<file path="src/comparison_unit_pkg.sv">
package comparison_unit_pkg;

  localparam int ADDR_W = 15;
  localparam int CHAR_W = 6;
  localparam int MAX_LEN = 16;
  localparam int LEN_W = 4;
  localparam int TGT_W = 17;
  localparam int AR_WORDS = 4;
  localparam int FIELD_W = MAX_LEN * CHAR_W;

  // register byte offsets
  localparam logic [7:0] CMD_OFF = 8'h00;
  localparam logic [7:0] BASE_OFF = 8'h04;
  localparam logic [7:0] INDEX_OFF = 8'h08;
  localparam logic [7:0] EA_OFF = 8'h0c;
  localparam logic [7:0] AR0_OFF = 8'h10;
  localparam logic [7:0] AR1_OFF = 8'h14;
  localparam logic [7:0] AR2_OFF = 8'h18;
  localparam logic [7:0] AR3_OFF = 8'h1c;
  localparam logic [7:0] TETRAD_OFF = 8'h20;
  localparam logic [7:0] FLAGS_OFF = 8'h24;
  localparam logic [7:0] IND_TEST_OFF = 8'h28;
  localparam logic [7:0] IRQ_STATUS_OFF = 8'h2c;
  localparam logic [7:0] IRQ_MASK_OFF = 8'h30;

  // command register fields
  localparam int CMD_OP_LSB = 0;
  localparam int CMD_LEN_LSB = 4;
  localparam int CMD_IMM_LSB = 8;
  localparam int CMD_START_BIT = 31;

  // flags register fields
  localparam int FLAGS_LOW_BIT = 0;
  localparam int FLAGS_UNEQUAL_BIT = 1;
  localparam int FLAGS_EQUAL_BIT = 2;
  localparam int FLAGS_HIGH_BIT = 3;
  localparam int FLAGS_BUSY_BIT = 8;

  // indicator numbers as seen by a conditional jump
  localparam logic [5:0] IND_HIGH_NUM = 6'h21;
  localparam logic [5:0] IND_EQUAL_NUM = 6'h22;
  localparam logic [5:0] IND_UNEQUAL_NUM = 6'h23;
  localparam logic [5:0] IND_LOW_NUM = 6'h24;

  // interrupt events
  localparam int EV_DONE = 0;
  localparam int EV_SIGN_STOP = 1;
  localparam int EV_W = 2;

  // decimal operand coding
  localparam int SIGN_BIT = 4;
  localparam int DIGIT_W = 4;
  localparam logic [5:0] SENTINEL = 6'h3c;

  // decimal compare duration, in tenths of a time unit
  localparam int CLK_PERIOD_PS = 5000;
  localparam int TIME_UNIT_PS = 1000000;
  localparam int DEC_BASE_X10 = 360;
  localparam int DEC_DIGIT_X10 = 135;
  localparam int DEC_BASE_CYCLES =
    DEC_BASE_X10 * (TIME_UNIT_PS / CLK_PERIOD_PS) / 10;
  localparam int DEC_DIGIT_CYCLES =
    DEC_DIGIT_X10 * (TIME_UNIT_PS / CLK_PERIOD_PS) / 10;

  localparam logic [31:0] WORD_RESET = 32'h0000_0000;

  typedef enum logic [2:0] {
    OP_BINARY,
    OP_CHAR,
    OP_DECIMAL,
    OP_WORD,
    OP_MASKED
  } op_t;

  typedef enum logic [1:0] {
    ST_IDLE,
    ST_FETCH,
    ST_WAIT
  } state_t;

  typedef enum logic [1:0] {
    CMP_LT,
    CMP_EQ,
    CMP_GT
  } cmp_t;

endpackage : comparison_unit_pkg

</file>
<file path="src/comparison_unit.sv">
// Operation
// [RULE_01] outcome goes only to high 33, equal 34, unequal 35, low 36
// [RULE_02] neither operand is ever changed by a compare
// [RULE_03] memory address is base plus index register
// [RULE_04] binary compare: L memory chars versus L register chars, 1..16
// [RULE_05] register length marker counts as ordinary data in binary compare
// [RULE_06] binary compare is unsigned over 6L bits, no sign
// [RULE_07] register operand is its L least significant characters
// [RULE_08] less 0011, equal 0100, greater 1010, first operand versus memory
// [RULE_09] character compare: memory char against immediate, unsigned
// [RULE_10] decimal compare: signed, L memory chars, register length by marker
// [RULE_11] unlike signs end decimal compare at once, decided by signs
// [RULE_12] shorter decimal field padded with zero digits internally
// [RULE_13] decimal time 36 plus 13.5 per longer digit, 36 unlike signs
// [RULE_14] word compare: four characters, unsigned 24 bits
// [RULE_15] masked compare tests memory bits where mask is one
// [RULE_16] masked mismatch sets high and unequal; match sets equal only
// [RULE_17] indicators hold until next setting; testing never clears them
// [RULE_18] all four indicators update together at completion
module comparison_unit #(
  parameter int DEC_BASE_CYCLES = comparison_unit_pkg::DEC_BASE_CYCLES,
  parameter int DEC_DIGIT_CYCLES = comparison_unit_pkg::DEC_DIGIT_CYCLES
) (
  input wire logic pclk,
  input wire logic presetn,
  input wire logic psel,
  input wire logic penable,
  input wire logic pwrite,
  input wire logic [7:0] paddr,
  input wire logic [31:0] pwdata,
  output logic [31:0] prdata,
  output logic pready,
  output logic pslverr,
  output logic mem_req,
  output logic [comparison_unit_pkg::ADDR_W-1:0] mem_addr,
  input wire logic mem_valid,
  input wire logic [comparison_unit_pkg::CHAR_W-1:0] mem_rdata,
  output logic high_flag,
  output logic equal_flag,
  output logic unequal_flag,
  output logic low_flag,
  output logic busy,
  output logic irq
);

  localparam int AW = comparison_unit_pkg::ADDR_W;
  localparam int CW = comparison_unit_pkg::CHAR_W;
  localparam int ML = comparison_unit_pkg::MAX_LEN;
  localparam int TW = comparison_unit_pkg::TGT_W;
  localparam int FW = comparison_unit_pkg::FIELD_W;
  localparam int SB = comparison_unit_pkg::SIGN_BIT;
  localparam int DW = comparison_unit_pkg::DIGIT_W;

  comparison_unit_pkg::state_t state_q;
  comparison_unit_pkg::op_t op_q;
  logic [comparison_unit_pkg::LEN_W-1:0] len_q;
  logic [CW-1:0] imm_q;
  logic [AW-1:0] base_q;
  logic [AW-1:0] index_q;
  logic [AW-1:0] ea_q;
  logic [comparison_unit_pkg::LEN_W-1:0] idx_q;
  logic [TW-1:0] timer_q;
  logic [TW-1:0] target_q;
  logic sign_stop_q;
  logic [31:0] ar_q [comparison_unit_pkg::AR_WORDS];
  logic [31:0] tetrad_q;
  logic [CW-1:0] membuf [ML];
  logic [5:0] ind_sel_q;
  logic [comparison_unit_pkg::EV_W-1:0] irq_status_q;
  logic [comparison_unit_pkg::EV_W-1:0] irq_mask_q;

  logic access;
  logic wr_fire;
  logic start_req;
  logic [31:0] rd_data;
  logic rd_hit;
  logic [FW-1:0] ar_flat;
  logic [4:0] len1;
  logic [4:0] ar_len;
  logic [4:0] need;
  logic fetch_last;
  logic sign_diff;
  logic [4:0] lm;
  logic finish;
  comparison_unit_pkg::cmp_t res;
  logic [comparison_unit_pkg::EV_W-1:0] ev;

  assign access = psel & penable;
  assign wr_fire = access & pready & pwrite & rd_hit;
  assign ar_flat = {ar_q[3][23:0], ar_q[2][23:0], ar_q[1][23:0],
                    ar_q[0][23:0]};
  assign len1 = {1'b0, len_q} + 5'h01;
  // a start while busy is dropped so the running operands stay intact
  assign start_req = wr_fire && (paddr == comparison_unit_pkg::CMD_OFF) &&
                     pwdata[comparison_unit_pkg::CMD_START_BIT] &&
                     (state_q == comparison_unit_pkg::ST_IDLE);

  // selects the indicator by its jump number; reading never alters it
  function automatic logic ind_value(input logic [5:0] num,
                                     input logic h, input logic e,
                                     input logic u, input logic l);
    logic v;
    v = 1'b0;
    case (num)
      comparison_unit_pkg::IND_HIGH_NUM: v = h;
      comparison_unit_pkg::IND_EQUAL_NUM: v = e;
      comparison_unit_pkg::IND_UNEQUAL_NUM: v = u;
      comparison_unit_pkg::IND_LOW_NUM: v = l;
      default: v = 1'b0;
    endcase
    return v;
  endfunction : ind_value

  function automatic comparison_unit_pkg::cmp_t cmp_vals(
    input logic [FW-1:0] a, input logic [FW-1:0] m);
    comparison_unit_pkg::cmp_t r;
    r = comparison_unit_pkg::CMP_EQ;
    if (a < m) begin
      r = comparison_unit_pkg::CMP_LT;
    end else if (a > m) begin
      r = comparison_unit_pkg::CMP_GT;
    end
    return r;
  endfunction : cmp_vals

  // APB read decode
  always_comb begin
    rd_data = 32'h0000_0000;
    rd_hit = 1'b1;
    case (paddr)
      comparison_unit_pkg::CMD_OFF: begin
        rd_data[CW+comparison_unit_pkg::CMD_IMM_LSB-1:
                comparison_unit_pkg::CMD_IMM_LSB] = imm_q;
        rd_data[comparison_unit_pkg::CMD_LEN_LSB+3:
                comparison_unit_pkg::CMD_LEN_LSB] = len_q;
        rd_data[comparison_unit_pkg::CMD_OP_LSB+2:
                comparison_unit_pkg::CMD_OP_LSB] = op_q;
      end
      comparison_unit_pkg::BASE_OFF: rd_data[AW-1:0] = base_q;
      comparison_unit_pkg::INDEX_OFF: rd_data[AW-1:0] = index_q;
      comparison_unit_pkg::EA_OFF: rd_data[AW-1:0] = ea_q;
      comparison_unit_pkg::AR0_OFF: rd_data = ar_q[0];
      comparison_unit_pkg::AR1_OFF: rd_data = ar_q[1];
      comparison_unit_pkg::AR2_OFF: rd_data = ar_q[2];
      comparison_unit_pkg::AR3_OFF: rd_data = ar_q[3];
      comparison_unit_pkg::TETRAD_OFF: rd_data = tetrad_q;
      comparison_unit_pkg::FLAGS_OFF: begin
        rd_data[comparison_unit_pkg::FLAGS_HIGH_BIT] = high_flag;
        rd_data[comparison_unit_pkg::FLAGS_EQUAL_BIT] = equal_flag;
        rd_data[comparison_unit_pkg::FLAGS_UNEQUAL_BIT] = unequal_flag;
        rd_data[comparison_unit_pkg::FLAGS_LOW_BIT] = low_flag;
        rd_data[comparison_unit_pkg::FLAGS_BUSY_BIT] = busy;
      end
      comparison_unit_pkg::IND_TEST_OFF: begin
        rd_data[13:8] = ind_sel_q;
        // [RULE_17] non-destructive test
        rd_data[0] = ind_value(ind_sel_q, high_flag, equal_flag,
                               unequal_flag, low_flag);
      end
      comparison_unit_pkg::IRQ_STATUS_OFF: begin
        rd_data[comparison_unit_pkg::EV_W-1:0] = irq_status_q;
      end
      comparison_unit_pkg::IRQ_MASK_OFF: begin
        rd_data[comparison_unit_pkg::EV_W-1:0] = irq_mask_q;
      end
      default: rd_hit = 1'b0;
    endcase
  end

  // one wait state so that every bus output leaves a flip-flop
  always_ff @(posedge pclk or negedge presetn) begin
    if (!presetn) begin
      pready <= 1'b0;
      prdata <= comparison_unit_pkg::WORD_RESET;
      pslverr <= 1'b0;
    end else if (access && !pready) begin
      pready <= 1'b1;
      prdata <= pwrite ? comparison_unit_pkg::WORD_RESET : rd_data;
      pslverr <= !rd_hit;
    end else begin
      pready <= 1'b0;
      prdata <= comparison_unit_pkg::WORD_RESET;
      pslverr <= 1'b0;
    end
  end

  // software registers; operands are frozen while a compare runs
  always_ff @(posedge pclk or negedge presetn) begin
    if (!presetn) begin
      base_q <= '0;
      index_q <= '0;
      for (int i = 0; i < comparison_unit_pkg::AR_WORDS; i++) begin
        ar_q[i] <= comparison_unit_pkg::WORD_RESET;
      end
      tetrad_q <= comparison_unit_pkg::WORD_RESET;
      ind_sel_q <= 6'h00;
      irq_mask_q <= '0;
    end else if (wr_fire) begin
      case (paddr)
        comparison_unit_pkg::BASE_OFF: base_q <= pwdata[AW-1:0];
        comparison_unit_pkg::INDEX_OFF: index_q <= pwdata[AW-1:0];
        comparison_unit_pkg::AR0_OFF, comparison_unit_pkg::AR1_OFF,
        comparison_unit_pkg::AR2_OFF, comparison_unit_pkg::AR3_OFF: begin
          if (!busy) ar_q[paddr[3:2]] <= {8'h00, pwdata[23:0]};
        end
        comparison_unit_pkg::TETRAD_OFF: begin
          if (!busy) tetrad_q <= {8'h00, pwdata[23:0]};
        end
        comparison_unit_pkg::IND_TEST_OFF: ind_sel_q <= pwdata[13:8];
        comparison_unit_pkg::IRQ_MASK_OFF: begin
          irq_mask_q <= pwdata[comparison_unit_pkg::EV_W-1:0];
        end
        default: ;
      endcase
    end
  end

  // register field length from the position of its length marker
  always_comb begin
    ar_len = 5'h10;
    for (int i = ML - 1; i >= 0; i--) begin
      if (ar_flat[i*CW +: CW] == comparison_unit_pkg::SENTINEL) begin
        ar_len = 5'(i);
      end
    end
  end

  always_comb begin
    case (op_q)
      comparison_unit_pkg::OP_CHAR: need = 5'h01;
      comparison_unit_pkg::OP_MASKED: need = 5'h01;
      comparison_unit_pkg::OP_WORD: need = 5'h04;
      default: need = len1;
    endcase
  end

  assign fetch_last = ({1'b0, idx_q} + 5'h01) == need;
  // [RULE_11] sign check on the first (least significant) character
  assign sign_diff = (op_q == comparison_unit_pkg::OP_DECIMAL) &&
                     (idx_q == '0) &&
                     (mem_rdata[SB] != ar_flat[SB]);
  assign lm = (len1 > ar_len) ? len1 : ar_len;
  assign finish = (state_q == comparison_unit_pkg::ST_WAIT) &&
                  (timer_q >= target_q);

  // operand fetch and timing
  always_ff @(posedge pclk or negedge presetn) begin
    if (!presetn) begin
      state_q <= comparison_unit_pkg::ST_IDLE;
      op_q <= comparison_unit_pkg::OP_BINARY;
      len_q <= '0;
      imm_q <= '0;
      ea_q <= '0;
      idx_q <= '0;
      timer_q <= '0;
      target_q <= '0;
      sign_stop_q <= 1'b0;
      mem_req <= 1'b0;
      mem_addr <= '0;
    end else begin
      case (state_q)
        comparison_unit_pkg::ST_IDLE: begin
          if (start_req) begin
            op_q <= comparison_unit_pkg::op_t'(pwdata[2:0]);
            len_q <= pwdata[comparison_unit_pkg::CMD_LEN_LSB+3:
                            comparison_unit_pkg::CMD_LEN_LSB];
            imm_q <= pwdata[comparison_unit_pkg::CMD_IMM_LSB+CW-1:
                            comparison_unit_pkg::CMD_IMM_LSB];
            // [RULE_03] indexed effective address
            ea_q <= base_q + index_q;
            mem_addr <= base_q + index_q;
            mem_req <= 1'b1;
            idx_q <= '0;
            timer_q <= '0;
            sign_stop_q <= 1'b0;
            state_q <= comparison_unit_pkg::ST_FETCH;
          end
        end
        comparison_unit_pkg::ST_FETCH: begin
          timer_q <= timer_q + TW'(1);
          if (mem_valid) begin
            if (fetch_last || sign_diff) begin
              mem_req <= 1'b0;
              sign_stop_q <= sign_diff;
              state_q <= comparison_unit_pkg::ST_WAIT;
              // [RULE_13] decimal duration
              if (op_q != comparison_unit_pkg::OP_DECIMAL) begin
                target_q <= '0;
              end else if (sign_diff) begin
                target_q <= TW'(DEC_BASE_CYCLES);
              end else begin
                target_q <= TW'(DEC_BASE_CYCLES) +
                            TW'(DEC_DIGIT_CYCLES) * TW'(lm);
              end
            end else begin
              idx_q <= idx_q + 4'h1;
              // characters are read from the least significant end, at falling addresses
              mem_addr <= ea_q - AW'({1'b0, idx_q} + 5'h01);
            end
          end
        end
        comparison_unit_pkg::ST_WAIT: begin
          timer_q <= timer_q + TW'(1);
          if (finish) begin
            state_q <= comparison_unit_pkg::ST_IDLE;
          end
        end
        default: state_q <= comparison_unit_pkg::ST_IDLE;
      endcase
    end
  end

  // fetched memory characters; data only, so no reset is needed
  always_ff @(posedge pclk) begin
    if (state_q == comparison_unit_pkg::ST_FETCH && mem_valid) begin
      membuf[idx_q] <= mem_rdata;
    end
  end

  // outcome; operands are only read here, never written back
  always_comb begin
    logic [FW-1:0] a_val;
    logic [FW-1:0] m_val;
    logic decided;
    logic [DW-1:0] ad;
    logic [DW-1:0] md;
    a_val = '0;
    m_val = '0;
    decided = 1'b0;
    ad = '0;
    md = '0;
    res = comparison_unit_pkg::CMP_EQ;
    case (op_q)
      comparison_unit_pkg::OP_BINARY: begin
        for (int i = 0; i < ML; i++) begin
          if (5'(i) < len1) begin
            // [RULE_05] marker taken as plain data
            // [RULE_07] low L register characters
            a_val[i*CW +: CW] = ar_flat[i*CW +: CW];
            m_val[i*CW +: CW] = membuf[i];
          end
        end
        // [RULE_04] [RULE_06] unsigned 6L-bit compare
        res = cmp_vals(a_val, m_val);
      end
      comparison_unit_pkg::OP_CHAR: begin
        a_val[CW-1:0] = imm_q;
        m_val[CW-1:0] = membuf[0];
        // [RULE_09] unsigned character compare
        res = cmp_vals(a_val, m_val);
      end
      comparison_unit_pkg::OP_WORD: begin
        a_val[4*CW-1:0] = tetrad_q[23:0];
        m_val[4*CW-1:0] = {membuf[3], membuf[2], membuf[1], membuf[0]};
        // [RULE_14] full 24-bit compare
        res = cmp_vals(a_val, m_val);
      end
      comparison_unit_pkg::OP_MASKED: begin
        // [RULE_15] [RULE_16] mismatch counts mask as higher
        res = ((membuf[0] & imm_q) == imm_q) ? comparison_unit_pkg::CMP_EQ
                                            : comparison_unit_pkg::CMP_GT;
      end
      comparison_unit_pkg::OP_DECIMAL: begin
        if (sign_stop_q) begin
          // [RULE_11] signs alone decide
          res = ar_flat[SB] ? comparison_unit_pkg::CMP_LT
                            : comparison_unit_pkg::CMP_GT;
        end else begin
          for (int i = ML - 1; i >= 0; i--) begin
            // [RULE_12] missing digits read as zero
            ad = (5'(i) < ar_len) ? ar_flat[i*CW +: DW] : '0;
            md = (5'(i) < len1) ? membuf[i][DW-1:0] : '0;
            if (!decided && ad != md) begin
              decided = 1'b1;
              res = (ad > md) ? comparison_unit_pkg::CMP_GT
                              : comparison_unit_pkg::CMP_LT;
            end
          end
          // [RULE_10] both negative reverses magnitude order
          if (ar_flat[SB] && res != comparison_unit_pkg::CMP_EQ) begin
            res = (res == comparison_unit_pkg::CMP_GT)
                  ? comparison_unit_pkg::CMP_LT
                  : comparison_unit_pkg::CMP_GT;
          end
        end
      end
      default: res = comparison_unit_pkg::CMP_EQ;
    endcase
  end

  // [RULE_01] indicators are the only result
  always_ff @(posedge pclk or negedge presetn) begin
    if (!presetn) begin
      high_flag <= 1'b0;
      equal_flag <= 1'b0;
      unequal_flag <= 1'b0;
      low_flag <= 1'b0;
    end else if (finish) begin
      // [RULE_08] [RULE_18] one encoding written at once
      // [RULE_17] held between compares
      high_flag <= (res == comparison_unit_pkg::CMP_GT);
      equal_flag <= (res == comparison_unit_pkg::CMP_EQ);
      unequal_flag <= (res != comparison_unit_pkg::CMP_EQ);
      low_flag <= (res == comparison_unit_pkg::CMP_LT);
    end
  end

  always_ff @(posedge pclk or negedge presetn) begin
    if (!presetn) begin
      busy <= 1'b0;
    end else begin
      busy <= start_req || (busy && !finish);
    end
  end

  always_comb begin
    ev = '0;
    ev[comparison_unit_pkg::EV_DONE] = finish;
    ev[comparison_unit_pkg::EV_SIGN_STOP] = finish && sign_stop_q;
  end

  // sticky status, write one to clear; a new event beats the clear
  always_ff @(posedge pclk or negedge presetn) begin
    if (!presetn) begin
      irq_status_q <= '0;
      irq <= 1'b0;
    end else begin
      if (wr_fire && paddr == comparison_unit_pkg::IRQ_STATUS_OFF) begin
        irq_status_q <= (irq_status_q &
                         ~pwdata[comparison_unit_pkg::EV_W-1:0]) | ev;
      end else begin
        irq_status_q <= irq_status_q | ev;
      end
      irq <= |(irq_status_q & irq_mask_q);
    end
  end

endmodule : comparison_unit

</file>
<file path="config.mk">
export PLATFORM = sky130hd
export DESIGN_NAME = comparison_unit
export DESIGN_NICKNAME = d
export VERILOG_FILES = /design/src/comparison_unit_pkg.sv /design/src/comparison_unit.sv
export SDC_FILE = /design/constraint.sdc
export NUM_CORES = 1
export LEC_CHECK = 0
export BUFFER_PORTS_ARGS = -buffer_cell sky130_fd_sc_hd__clkbuf_2
export CAP_MARGIN = 25
export CORE_MARGIN = 1.5
export CORE_UTILIZATION = 60
export DETAILED_ROUTE_END_ITERATION = 8
export GPL_TIMING_DRIVEN = 0
export PLACE_DENSITY_LB_ADDON = 0.25
export SLEW_MARGIN = 0
export SYNTH_ARGS = -nofsm -noshare
export SYNTH_HDL_FRONTEND = slang
export SYNTH_SLANG_ARGS = --single-unit
</file>
<file path="constraint.sdc">
create_clock -name pclk -period 8 [get_ports pclk]
set_input_delay 0.4 -clock pclk [delete_from_list [all_inputs] [get_ports pclk]]
set_output_delay 0.4 -clock pclk [all_outputs]
set_load 0.01 [all_outputs]
</file>
# Word-level counts from Yosys, hierarchy flattened
# Memories as Yosys holds them, arrays and structs flattened.
# Index checks and enable logic that the tools add are counted.
[totals]
regBits = 317
mem_count = 1
mem_bits_rw = 96
elab_cells = 501
in_bits = 52
out_inout_bits = 56
[op_classes]
addsub = 8
n_eq_ne = 68
bitwise_logic = 12
muxes = 251
mul = 1
n_reduce_logical = 72
order_cmp = 58
[mem_list]
columns = ["memory", "words", "word_bits", "read_ports", "rd_clocked_by_memory_dff", "wr", "line_no", "rtl"]
rows = [
  ["membuf", 16, 6, 16, 0, 1, "comparison_unit.sv:67", "logic [CW-1:0] membuf [ML];"],
]
[ops]
columns = ["cell", "count"]
rows = [
  ["$mux 6", 64],
  ["$mux 4", 35],
  ["$bwmux 128", 1],
  ["$eq 6x6->1 const B", 20],
  ["$mux 2", 50],
  ["$gt 96x96->1", 1],
  ["$lt 96x96->1", 1],
  ["$mux 32", 3],
  ["$mux 5", 17],
  ["$pmux 17 s5", 1],
  ["$lt 4x5->1 const A", 16],
  ["$demux 32 s2", 1],
  ["$gt 4x4->1", 16],
  ["$ne 4x4->1", 16],
  ["$mux 1", 56],
  ["$mux 17", 3],
  ["$pmux 5 s10", 1],
  ["$mux 15", 3],
  ["$eq 8x6->1 const B", 5],
  ["$lt 3x5->1 const A", 8],
  ["$pmux 4 s9", 1],
  ["$pmux 17 s2", 1],
  ["$eq 8x5->1 const B", 4],
  ["$pmux 15 s2", 1],
  ["other kinds (63)", 145],
]

# Longest topological paths before layout
# Gate-level depths: netlist (run 1).
[logic_depth]
word_depth = 104
mapped_depth = 28
mapped_depth_nobuf = 28

# Worst setup path after synthesis (run 1)
# Ideal clock, no wire load.
[synth_timing]
path_type = "register to register"
start = "register ar_q (netlist bit ar_flat[85])"
end = "register target_q[14]"
setup_time_ns = 0.122
t_required_ns = 7.878
n_path_buf = 0
arrival_time_ns = 5.692
period_less_slack_ns = 5.814
stages_incl_launch_ff = 28
path_slack_ns = 2.186
cell_sequence = "dfrtp_1 or2_2 nor2_1 o211ai_1 a21boi_1 o211ai_1 a21boi_0 inv_1 ha_1 nor2b_1 o21a_1 o21ai_0 nand2b_1 a21oi_1 a31oi_1 nor2_1 a21o_1 ha_1 ha_1 ha_1 a31o_2 a31oi_1 o21bai_1 a21oi_1 xor2_1 nand3_1 a21o_1 a32o_1"
[synth_via]
elab_chain_len = 22
[synth_lines]
columns = ["item", "line_no", "rtl"]
rows = [
  ["start: declaration", "comparison_unit.sv:65", "logic [31:0] ar_q [comparison_unit_pkg::AR_WORDS];"],
  ["start signal: indexed assignment", "comparison_unit.sv:193", "ar_q[i] <= comparison_unit_pkg::WORD_RESET;"],
  ["start signal: indexed assignment", "comparison_unit.sv:204", "if (!busy) ar_q[paddr[3:2]] <= {8'h00, pwdata[23:0]};"],
  ["$eq 6x6->1 (*)", "comparison_unit.sv:222", "if (ar_flat[i*CW +: CW] == comparison_unit_pkg::SENTINEL) begin"],
  ["$mux 5 (*) (15 in series)", "comparison_unit.sv:222", ""],
  ["$gt 5x5->1", "comparison_unit.sv:242", "assign lm = (len1 > ar_len) ? len1 : ar_len;"],
  ["$mux 5 (*)", "comparison_unit.sv:242", ""],
  ["$mul 10x5->15 (*)", "comparison_unit.sv:293", "TW'(DEC_DIGIT_CYCLES) * TW'(lm);"],
  ["$add 13x17->17 (*)", "comparison_unit.sv:292", "target_q <= TW'(DEC_BASE_CYCLES) +"],
  ["$mux 17 (*)", "comparison_unit.sv:289", "end else if (sign_diff) begin"],
  ["$mux 17 (*)", "comparison_unit.sv:287", "if (op_q != comparison_unit_pkg::OP_DECIMAL) begin"],
  ["end signal: assignment", "comparison_unit.sv:290", "target_q <= TW'(DEC_BASE_CYCLES);"],
  ["end signal: assignment", "comparison_unit.sv:292", ""],
  ["end: declaration", "comparison_unit.sv:63", "logic [TW-1:0] target_q;"],
]
# Mark *: on every way between the ends. The rest lies on a longest branch, timed or not.
# A chain may end at the register's enable or synchronous reset.

# Worst setup path in the final report (run 1)
[layout_timing]
start = "register ar_q (netlist bit ar_flat[62])"
end = "register target_q[14]"
[layout_via]
elab_chain_len = 18
[layout_lines]
columns = ["item", "line_no"]
rows = [
  ["$eq 6x6->1 (*)", "comparison_unit.sv:222"],
  ["$mux 5 (*) (11 in series)", "comparison_unit.sv:222"],
  ["$gt 5x5->1", "comparison_unit.sv:242"],
  ["$mux 5 (*)", "comparison_unit.sv:242"],
  ["$mul 10x5->15 (*)", "comparison_unit.sv:293"],
  ["$add 13x17->17 (*)", "comparison_unit.sv:292"],
  ["$mux 17 (*)", "comparison_unit.sv:289"],
  ["$mux 17 (*)", "comparison_unit.sv:287"],
]
# Marks and branches as above.

==> impl_metrics.tcl, run 1 <==
set metrics [dict create \
    finalHoldViolations 0 \
    die_area_um2 41300 \
    synthSimpleGateAreaFrac_pct 18.0 \
    crit_type "reg -> reg" \
    die_h_um 203 \
    rsz0062_at_grt "no" \
    max_freq_mhz 132 \
    synth_compound_area_share_pct 13.7 \
    yosys_most_used_dff "dfrtp_1" \
    cts_resized 0 \
    yosysTopAreaCellShare_pct 28.6 \
    vias 20600 \
    synth_xor_area_share_pct 2.36 \
    fin_nets 2869 \
    synth_top_family_by_area "simple AND/OR/NAND/NOR gates" \
    num_io_pins 108 \
    rr_worst_depth 26 \
    worst_slack_ps 421 \
    clk_path_buf_depth 3 \
    dp_slack_ps 536 \
    final_cell_mix "nand2_1, dfrtp_1, ha_1" \
    drv_slew 0 \
    fillers 3133 \
    clkSinkCount 371 \
    ant_nets 0 \
    vias_per_cell 6.63 \
    wirelength_um 81800 \
    endpoint_kind "flip-flop" \
    p_leak_nw 12.9 \
    cts_setup_buffers 0 \
    slew_headroom_pct 31.0 \
    grt_use_total_pct 39.8 \
    hp-class "in -> reg" \
    async_reset_ff_share_pct 74.1 \
    timing.setup.tns_ps 0 \
    ys_ff_latch 371 \
    drcViolationCount 0 \
    yosys.area.top_type "dfrtp_1" \
    crit_arrival_ps 8040 \
    min-delay-start "pwdata[15]" \
    clkTransAtPathRegs_ps 70 \
    port_buffers 88 \
    drv_cap 0 \
    routedWlPerCell_um 26.3 \
    synth_area_leaders "dfrtp_1, ha_1, edfxtp_1, mux2_2, nand2_1" \
    antenna_found_initial 1 \
    cts_htree_levels 2 \
    synth_cells 2401 \
    run_status "finished clean" \
    cts_hold_buf 1 \
    vdd_drop_max_v 0.000212 \
    ys_seq_area_share_pct 40.6 \
    drive_gt1_share_pct 14.2 \
    coreArea_um2 39600 \
    cts_buffers 42 \
    r2r_setup_slack_ps 420 \
    reg2reg_to "target_q[14]" \
    reg2reg_from "ar_flat[62]" \
    power.density_nw_per_um2 185 \
    drt_iter0_drc 2006 \
    holdPathEnd "ar_flat[15]" \
    finalCriticalPeriod_ps 7580 \
    cts_root_buf "clkbuf_16" \
    die_w_um 203 \
    cts_tree "done" \
    syn2layout_area_growth_pct 11.3 \
    syn_area_per_cell_um2 10.0 \
    place_hpwl_um 63600 \
    clock_latency_ps 600 \
    grt_pass1_wl_um 122000 \
    fin_crit_sh_pct 94.7 \
    worstMarginPinSlew_ps 1030 \
    synth_edf_count 96 \
    final_common_cell "nand2_1" \
    first_pass_iters 9 \
    synth_warnings 0 \
    hold_path_depth 2 \
    initial_core_util_pct 60.7 \
    fin_skew_ps 38.3 \
    synth.distinct_cells 85 \
    worstPathRequired_ps 8460 \
    grt_max_degree 113 \
    grt_pass1_vias 20100 \
    setup_viol 0 \
    start_kind "flip-flop" \
    syn_area_um2 24100 \
    num_rows 73 \
    place.gp.congestion 1.04 \
    synth_adder_area_share_pct 14.2 \
    cp_max_fo 7 \
    overflow 0 \
    synth_mux_area_share_pct 7.70 \
]
==> registers in the layout (all words and copies together), names as in the netlist, 2 cells and up <==
name / cells
ar_flat: 96
irq_mask_q: 2
imm_q: 6
state_q: 2
index_q: 15
base_q: 15
timer_q: 17
ea_q: 15
target_q: 15
op_q: 3
prdata: 24
membuf: 96
len_q: 4
idx_q: 4
ind_sel_q: 6
irq_status_q: 2
mem_addr: 15
tetrad_q: 24
==> report_power, final <==
| part | total [mW] | internal [mW] | switching [mW] | leakage [nW] |
|---|---|---|---|---|
| combinational | 0.725 | 0.250 | 0.475 | 7.56 |
| sequential | 2.15 | 2.05 | 0.0968 | 4.61 |
| clock | 2.07 | 1.24 | 0.833 | 0.729 |
==> worst max-delay path, stage by stage, from the launching register on <==
cell and delay [ps]:
dfrtp_1 550, nand4_1 190, nor3_1 410, nor2b_1 130, a21boi_1 260, o211ai_1 120
a21boi_0 770, inv_1 350, ha_1 380, nor2b_1 140, o21a_1 160, o21ai_0 160
nand2b_1 70, a21oi_1 220, a31oi_1 160, o21ai_0 700, ha_1 290, ha_1 160
ha_1 280, a31o_2 290, a31oi_1 270, o21bai_1 160, a21oi_1 240, xor2_1 340
nand3_1 190, a21o_1 210, a32o_1 240
==> logic make-up (layout without fill, tap and decap cells) <==
kind of cell / count (synthesis) / in the layout
adder cells (fa/ha/maj): 271 / 271
AND/OR/NAND/NOR: 846 / 846
multiplexers: 165 / 165
other: 1 / 11
flip-flops: 371 / 371
XOR/XNOR: 64 / 64
AO/OA/AOI/OAI: 485 / 485
buffers and inverters: 198 / 369
==> stage by stage <==
step / hold WS, ps / power (mW) / instances / util, % / instance area, um2
after floorplan: 104 / 2.59 / 2408 / - / 24100
after global placement: 467 / 2.85 / 3021 / 63.6 / 25200
after detailed placement: 468 / 2.89 / 3026 / 63.8 / 25300
after CTS: 111 / 4.94 / 3104 / 67.5 / 26800
after global routing: 139 / 5.10 / 3104 / 67.5 / 26800
final: 127 / 4.95 / 3107 / 67.6 / 26800
==> routing by layer <==
metal / global-route usage, % / vias to the layer above / part of all wire [%]
li1: - / 9131 / -
met1: 52.5 / 10100 / 40
met2: 61.5 / 1098 / 45
met3: 6.65 / 267 / 8.8
met4: 24.5 / 0 / 6.4
met5: 0 / - / 0
==> worst max-delay path by stage <==
stage	start	to	slack, ps	cells after the start
detailed placement	ar_flat[63]	target_q[14]	540	26
floorplan	ar_flat[85]	target_q[14]	2190	27
finish	ar_flat[62]	target_q[14]	420	26
CTS	ar_flat[63]	target_q[14]	520	26
global route	ar_flat[85]	target_q[14]	50	26
global placement	ar_flat[63]	target_q[14]	740	26
==> area by class of cell <==
cell class,count,area [um2],area share (%)
flip-flops and latches,371,9760,36.5
plain buffers,92,404,1.51
repair buffers,94,533,1.99
clock buffers,55,1180,4.42
multi-input cells,1839,13500,50.6
well taps,525,657,2.45
inverters,106,398,1.49
clock inverters,22,289,1.08
diodes,3,7.51,0.0280
==> synth_stat cells, types with 38 or more instances <==
master      n
a21o_1     38
a21oi_1    98
and2_1    138
clkbuf_1   72
dfrtp_1   275
edfxtp_1   96
ha_1      266
inv_1     104
mux2_2    158
nand2_1   310
nand4_1    62
nor2_1     92
nor3_1     42
o21ai_0    89
xnor2_1    38
Power figures use the tool's default switching activity.
==> run 2, diff against run 1 <==
PLACE_DENSITY_LB_ADDON = 0.1   (was 0.25)
==> run 2 against run 1 <==
Net effect:
- non-clock buffer count up 1
- first-iteration DRC count down 1.0%
- critical path depth down 1
- clock power down 2%
- clock skew up 2.1 ps
- cell area about the same
- critical path type unchanged
==> impl_metrics.tcl, run 2 (same netlist as run 1, synthesis figures left out) <==
set metrics [dict create \
    instances_no_fill 3106 \
    cts_setup_buffers 0 \
    setup_viol 0 \
    final_common_cell "nand2_1" \
    clkSinkCount 371 \
    run_status "finished clean" \
    crit_family "compound AO/OA/AOI/OAI gates" \
    p_sw_mw 1.44 \
    pwr-share-comb_pct 14.8 \
    coreArea_um2 39600 \
    crit_buf_inv 2 \
    final_cell_mix "nand2_1, dfrtp_1, ha_1" \
    die_area_um2 41300 \
    r2r_setup_slack_ps 720 \
    cpPeakStageDelay_ps 570 \
    fillers 3167 \
    cts_root_buf "clkbuf_16" \
    worstMarginPinSlew_ps 1070 \
    postLayoutCoreUtil_pct 67.5 \
    initial_core_util_pct 60.7 \
    finalHoldViolations 0 \
    rr_worst_depth 25 \
    wirelength_um 82200 \
    worst_slack_ps 724 \
    p_leak_nw 12.9 \
    grt_max_degree 111 \
    endpoint_kind "flip-flop" \
    fin_crit_sh_pct 90.9 \
    reg2reg_to "target_q[14]" \
    cts_buffers 42 \
    grt_use_total_pct 40.0 \
    ant_nets 0 \
    fin_skew_ps 40.4 \
    cpMaxStageDelayCell "dfrtp_1" \
    slew_headroom_pct 27.9 \
    grt_pass1_wl_um 123000 \
    cp_max_fo 10 \
    crit_arrival_ps 7750 \
    port_buffers 88 \
    vias 20500 \
    die_w_um 203 \
    drv_cap 0 \
    postPlaceCellArea_um2 25300 \
    rsz0062_at_grt "no" \
    first_pass_iters 6 \
    overflow 0 \
    met1_usage_pct 54.0 \
    fin_nets 2870 \
    whs_ps 115 \
    crit_type "reg -> reg" \
    power_mw 4.91 \
    worstPathRequired_ps 8470 \
    cpMostUsedCell "ha_1" \
    clock_latency_ps 620 \
    grt_pass1_vias 19900 \
    clkTransAtPathRegs_ps 60 \
    die_h_um 203 \
    p_int_mw 3.47 \
    numPlacedInstances 3027 \
    cts_tree "done" \
    n_antenna_cell 0 \
    multi_input_area_um2 13500 \
    syn2layout_area_growth_pct 11.2 \
    min-delay-start "pwdata[15]" \
    grt.busiest_layer "met2" \
    drive_gt1_share_pct 14.4 \
    reg2reg_from "ar_flat[4]" \
    dp_slack_ps 634 \
    vdd_drop_max_v 0.000237 \
    hold_path_depth 2 \
    routedWlPerCell_um 26.5 \
    timing.setup.tns_ps 0 \
    num_io_pins 108 \
    finalCriticalPeriod_ps 7280 \
    fin_area_um2 26800 \
    start_kind "flip-flop" \
    seq_power_share_pct 43.8 \
    drt_iter0_drc 1986 \
    place.gp.congestion 1.00 \
    clk_path_buf_depth 3 \
    drv_slew 0 \
    num_rows 73 \
    antenna_found_initial 2 \
    drcViolationCount 0 \
    clkPwrFrac_pct 41.4 \
    max_freq_mhz 137 \
    grtUsageMet2_pct 63.5 \
    vias_per_cell 6.59 \
    hp-class "in -> reg" \
    cts_htree_levels 2 \
    switching_share_pct 29.3 \
    holdPathEnd "ar_flat[15]" \
    power.density_nw_per_um2 183 \
    regArea_um2 9760 \
    grt_use_met3_pct 6.07 \
    place_hpwl_um 63100 \
]
[run 2: repair_timing]
item                                    4_1_cts  5_1_grt
resized for setup                             0        1
endpoints found under the hold margin        59        0
endpoints found under the setup margin        0        2
hold buffers                                  1        0
[run 2: worst max-delay path by stage]
stage	startpoint	to	slack (ps)	cells past startpoint
2_1_floorplan	ar_flat[85]	target_q[14]	2190	27
3_3_place_gp	ar_flat[4]	target_q[14]	820	25
3_5_place_dp	ar_flat[4]	target_q[14]	630	25
4_1_cts	ar_flat[4]	target_q[14]	570	25
5_1_grt	ar_flat[4]	target_q[14]	240	25
6_report	ar_flat[4]	target_q[14]	720	25
[run 2: cell type report]
| cell class | count | share of cell area [%] |
|---|---|---|
| clock buffers | 59 | 4.66 |
| plain buffers | 92 | 1.51 |
| multi-input cells | 1839 | 50.6 |
| repair buffers | 95 | 2.03 |
| well taps | 525 | 2.45 |
| inverters | 106 | 1.49 |
| flip-flops and latches | 371 | 36.5 |
| clock inverters | 19 | 0.795 |
[run 2: routing by layer]
layer | vias up | share of wire (%) | routed length [um]
met5 | - | 0 | 0
met4 | 0 | 5.3 | 4340
met3 | 240 | 8.5 | 6950
met2 | 1004 | 45 | 37200
met1 | 10100 | 41 | 33700
li1 | 9125 | - | -
[run 2: power groups by stage]
| stage | Clock [mW] | Combinational, mW | Sequential (mW) |
|---|---|---|---|
| 2_1_floorplan | 0 | 0.415 | 2.17 |
| 4_1_cts | 2.04 | 0.718 | 2.14 |
| 3_5_place_dp | 0 | 0.709 | 2.18 |
| 5_1_grt | 2.11 | 0.796 | 2.16 |
| 3_3_place_gp | 0 | 0.681 | 2.17 |
| 6_report | 2.03 | 0.729 | 2.15 |
==> run 3, diff against run 2 <==
BUFFER_PORTS_ARGS = -buffer_cell sky130_fd_sc_hd__buf_2   (was -buffer_cell sky130_fd_sc_hd__clkbuf_2)
==> run 3 against run 2 <==
Net effect:
- count of clock-buffer cells in the layout is 6 lower
- highest routed layer unchanged
- final cell count is 0.16% higher
- global-route usage is 0.27 points lower
- non-clock buffer count stayed put
- first-iteration DRC count is 7.9% higher
- die area stayed put
- total power is 1.9% higher
- cell area is 0.31% higher
- clock skew is 11 ps lower
- clock power is 5% higher
- register-to-register slack worse by 160 ps
==> impl_metrics.tcl, run 3 (same netlist as run 1, synthesis figures left out) <==
set metrics [dict create \
    run_status "finished clean" \
    final_cell_mix "nand2_1, dfrtp_1, ha_1" \
    cp_max_fo 10 \
    place_hpwl_um 63000 \
    power_mw 5.00 \
    coreArea_um2 39600 \
    drcViolationCount 0 \
    antenna_found_initial 2 \
    die_w_um 203 \
    final_common_cell "nand2_1" \
    seq_power_share_pct 42.9 \
    clkSinkCount 371 \
    clk_path_buf_depth 3 \
    finalHoldViolations 0 \
    first_pass_iters 7 \
    clkTransAtPathRegs_ps 60 \
    initial_core_util_pct 60.7 \
    grt_use_total_pct 39.8 \
    place.gp.congestion 1.01 \
    crit_family "compound AO/OA/AOI/OAI gates" \
    vias 20600 \
    cts_tree "done" \
    max_freq_mhz 134 \
    fin_nets 2871 \
    grt_pass1_vias 19900 \
    vias_per_cell 6.62 \
    num_io_pins 108 \
    die_h_um 203 \
    cpPeakStageDelay_ps 590 \
    grt_pass1_wl_um 122000 \
    crit_arrival_ps 7910 \
    cpMaxStageDelayCell "a21boi_0" \
    worstMarginPinSlew_ps 1190 \
    cts_root_buf "clkbuf_16" \
    fin_skew_ps 29.4 \
    start_kind "flip-flop" \
    port_buffers 88 \
    cts_htree_levels 2 \
    wirelength_um 81900 \
    cts_setup_buffers 0 \
    power.density_nw_per_um2 186 \
    p_leak_nw 13.0 \
    crit_type "reg -> reg" \
    endpoint_kind "flip-flop" \
    cts_resized 0 \
    num_rows 73 \
    syn2layout_area_growth_pct 11.6 \
    p_sw_mw 1.45 \
    drv_cap 0 \
    vdd_drop_max_v 0.000201 \
    switching_share_pct 29.0 \
    clkPwrFrac_pct 42.7 \
    clock_latency_ps 610 \
    whs_ps 111 \
    drive_gt1_share_pct 14.6 \
    finalCriticalPeriod_ps 7440 \
    slew_headroom_pct 19.8 \
    ant_nets 0 \
    p_int_mw 3.55 \
    hp-class "in -> reg" \
    drv_slew 0 \
    setup_viol 0 \
    cpMostUsedCell "ha_1" \
    crit_buf_inv 2 \
    drt_iter0_drc 2143 \
    worstPathRequired_ps 8480 \
    routedWlPerCell_um 26.3 \
    pwr-share-comb_pct 14.5 \
    fin_crit_sh_pct 93.0 \
    cts_buffers 43 \
    die_area_um2 41300 \
    timing.setup.tns_ps 0 \
    rsz0062_at_grt "no" \
    grt_max_degree 109 \
    overflow 0 \
]
==> run 3: stage by stage <==
| stage | cell area, um2 | setup slack (ps) | util (%) | std cells |
|---|---|---|---|---|
| after floorplan | 24100 | 2190 | - | 2408 |
| final | 26800 | 564 | 67.7 | 3111 |
| after global routing | 26800 | 76.6 | 67.7 | 3108 |
| after CTS | 26800 | 721 | 67.7 | 3108 |
| after detailed placement | 25300 | 745 | 63.8 | 3027 |
| after global placement | 25200 | 858 | 63.6 | 3021 |
==> run 3: final cells by class <==
type                       instances  area, um2
clock inverter                    27        294
inverter                         106        398
timing repair buffer              95        548
clock buffer                      53       1240
buffer                            92        404
fill                            3065      12800
tap                              525        657
multi-input combinational       1839      13500
antenna                            3       7.51
sequential                       371       9760
==> run 3: routing by layer <==
layer / up-vias / GRT usage (%) / routed length (um)
met5: - / 0 / 0
met4: 0 / 20.7 / 4900
met3: 239 / 6.52 / 7100
met2: 1043 / 61.7 / 36400
met1: 10100 / 53.8 / 33600
li1: 9157 / - / -
==> run 3: path summary, 6_finish.rpt <==
path	from	to	slack, ps	cells after the start
max	ar_flat[4]	target_q[14]	560	26
min	pwdata[15]	ar_flat[63]	110	2
max reg2reg	ar_flat[4]	target_q[14]	560	26
min reg2reg	mem_addr[9]	mem_addr[9]	480	2
max in group asynchronous	presetn	ar_flat[69]	6710	3
min in group asynchronous	presetn	ea_q[8]	330	2
==> run 3: timing repair <==
action | CTS | global route
hold buffers | 1 | 0
setup endpoints to repair | 0 | 0
hold endpoints to repair | 70 | 0
==> run 3: power groups by stage <==
stage / logic (mW) / registers (mW) / clock network [mW]
2_1_floorplan: 0.415 / 2.17 / 0
3_5_place_dp: 0.710 / 2.18 / 0
6_report: 0.725 / 2.14 / 2.13
4_1_cts: 0.717 / 2.14 / 2.15
3_3_place_gp: 0.682 / 2.17 / 0
5_1_grt: 0.798 / 2.15 / 2.21
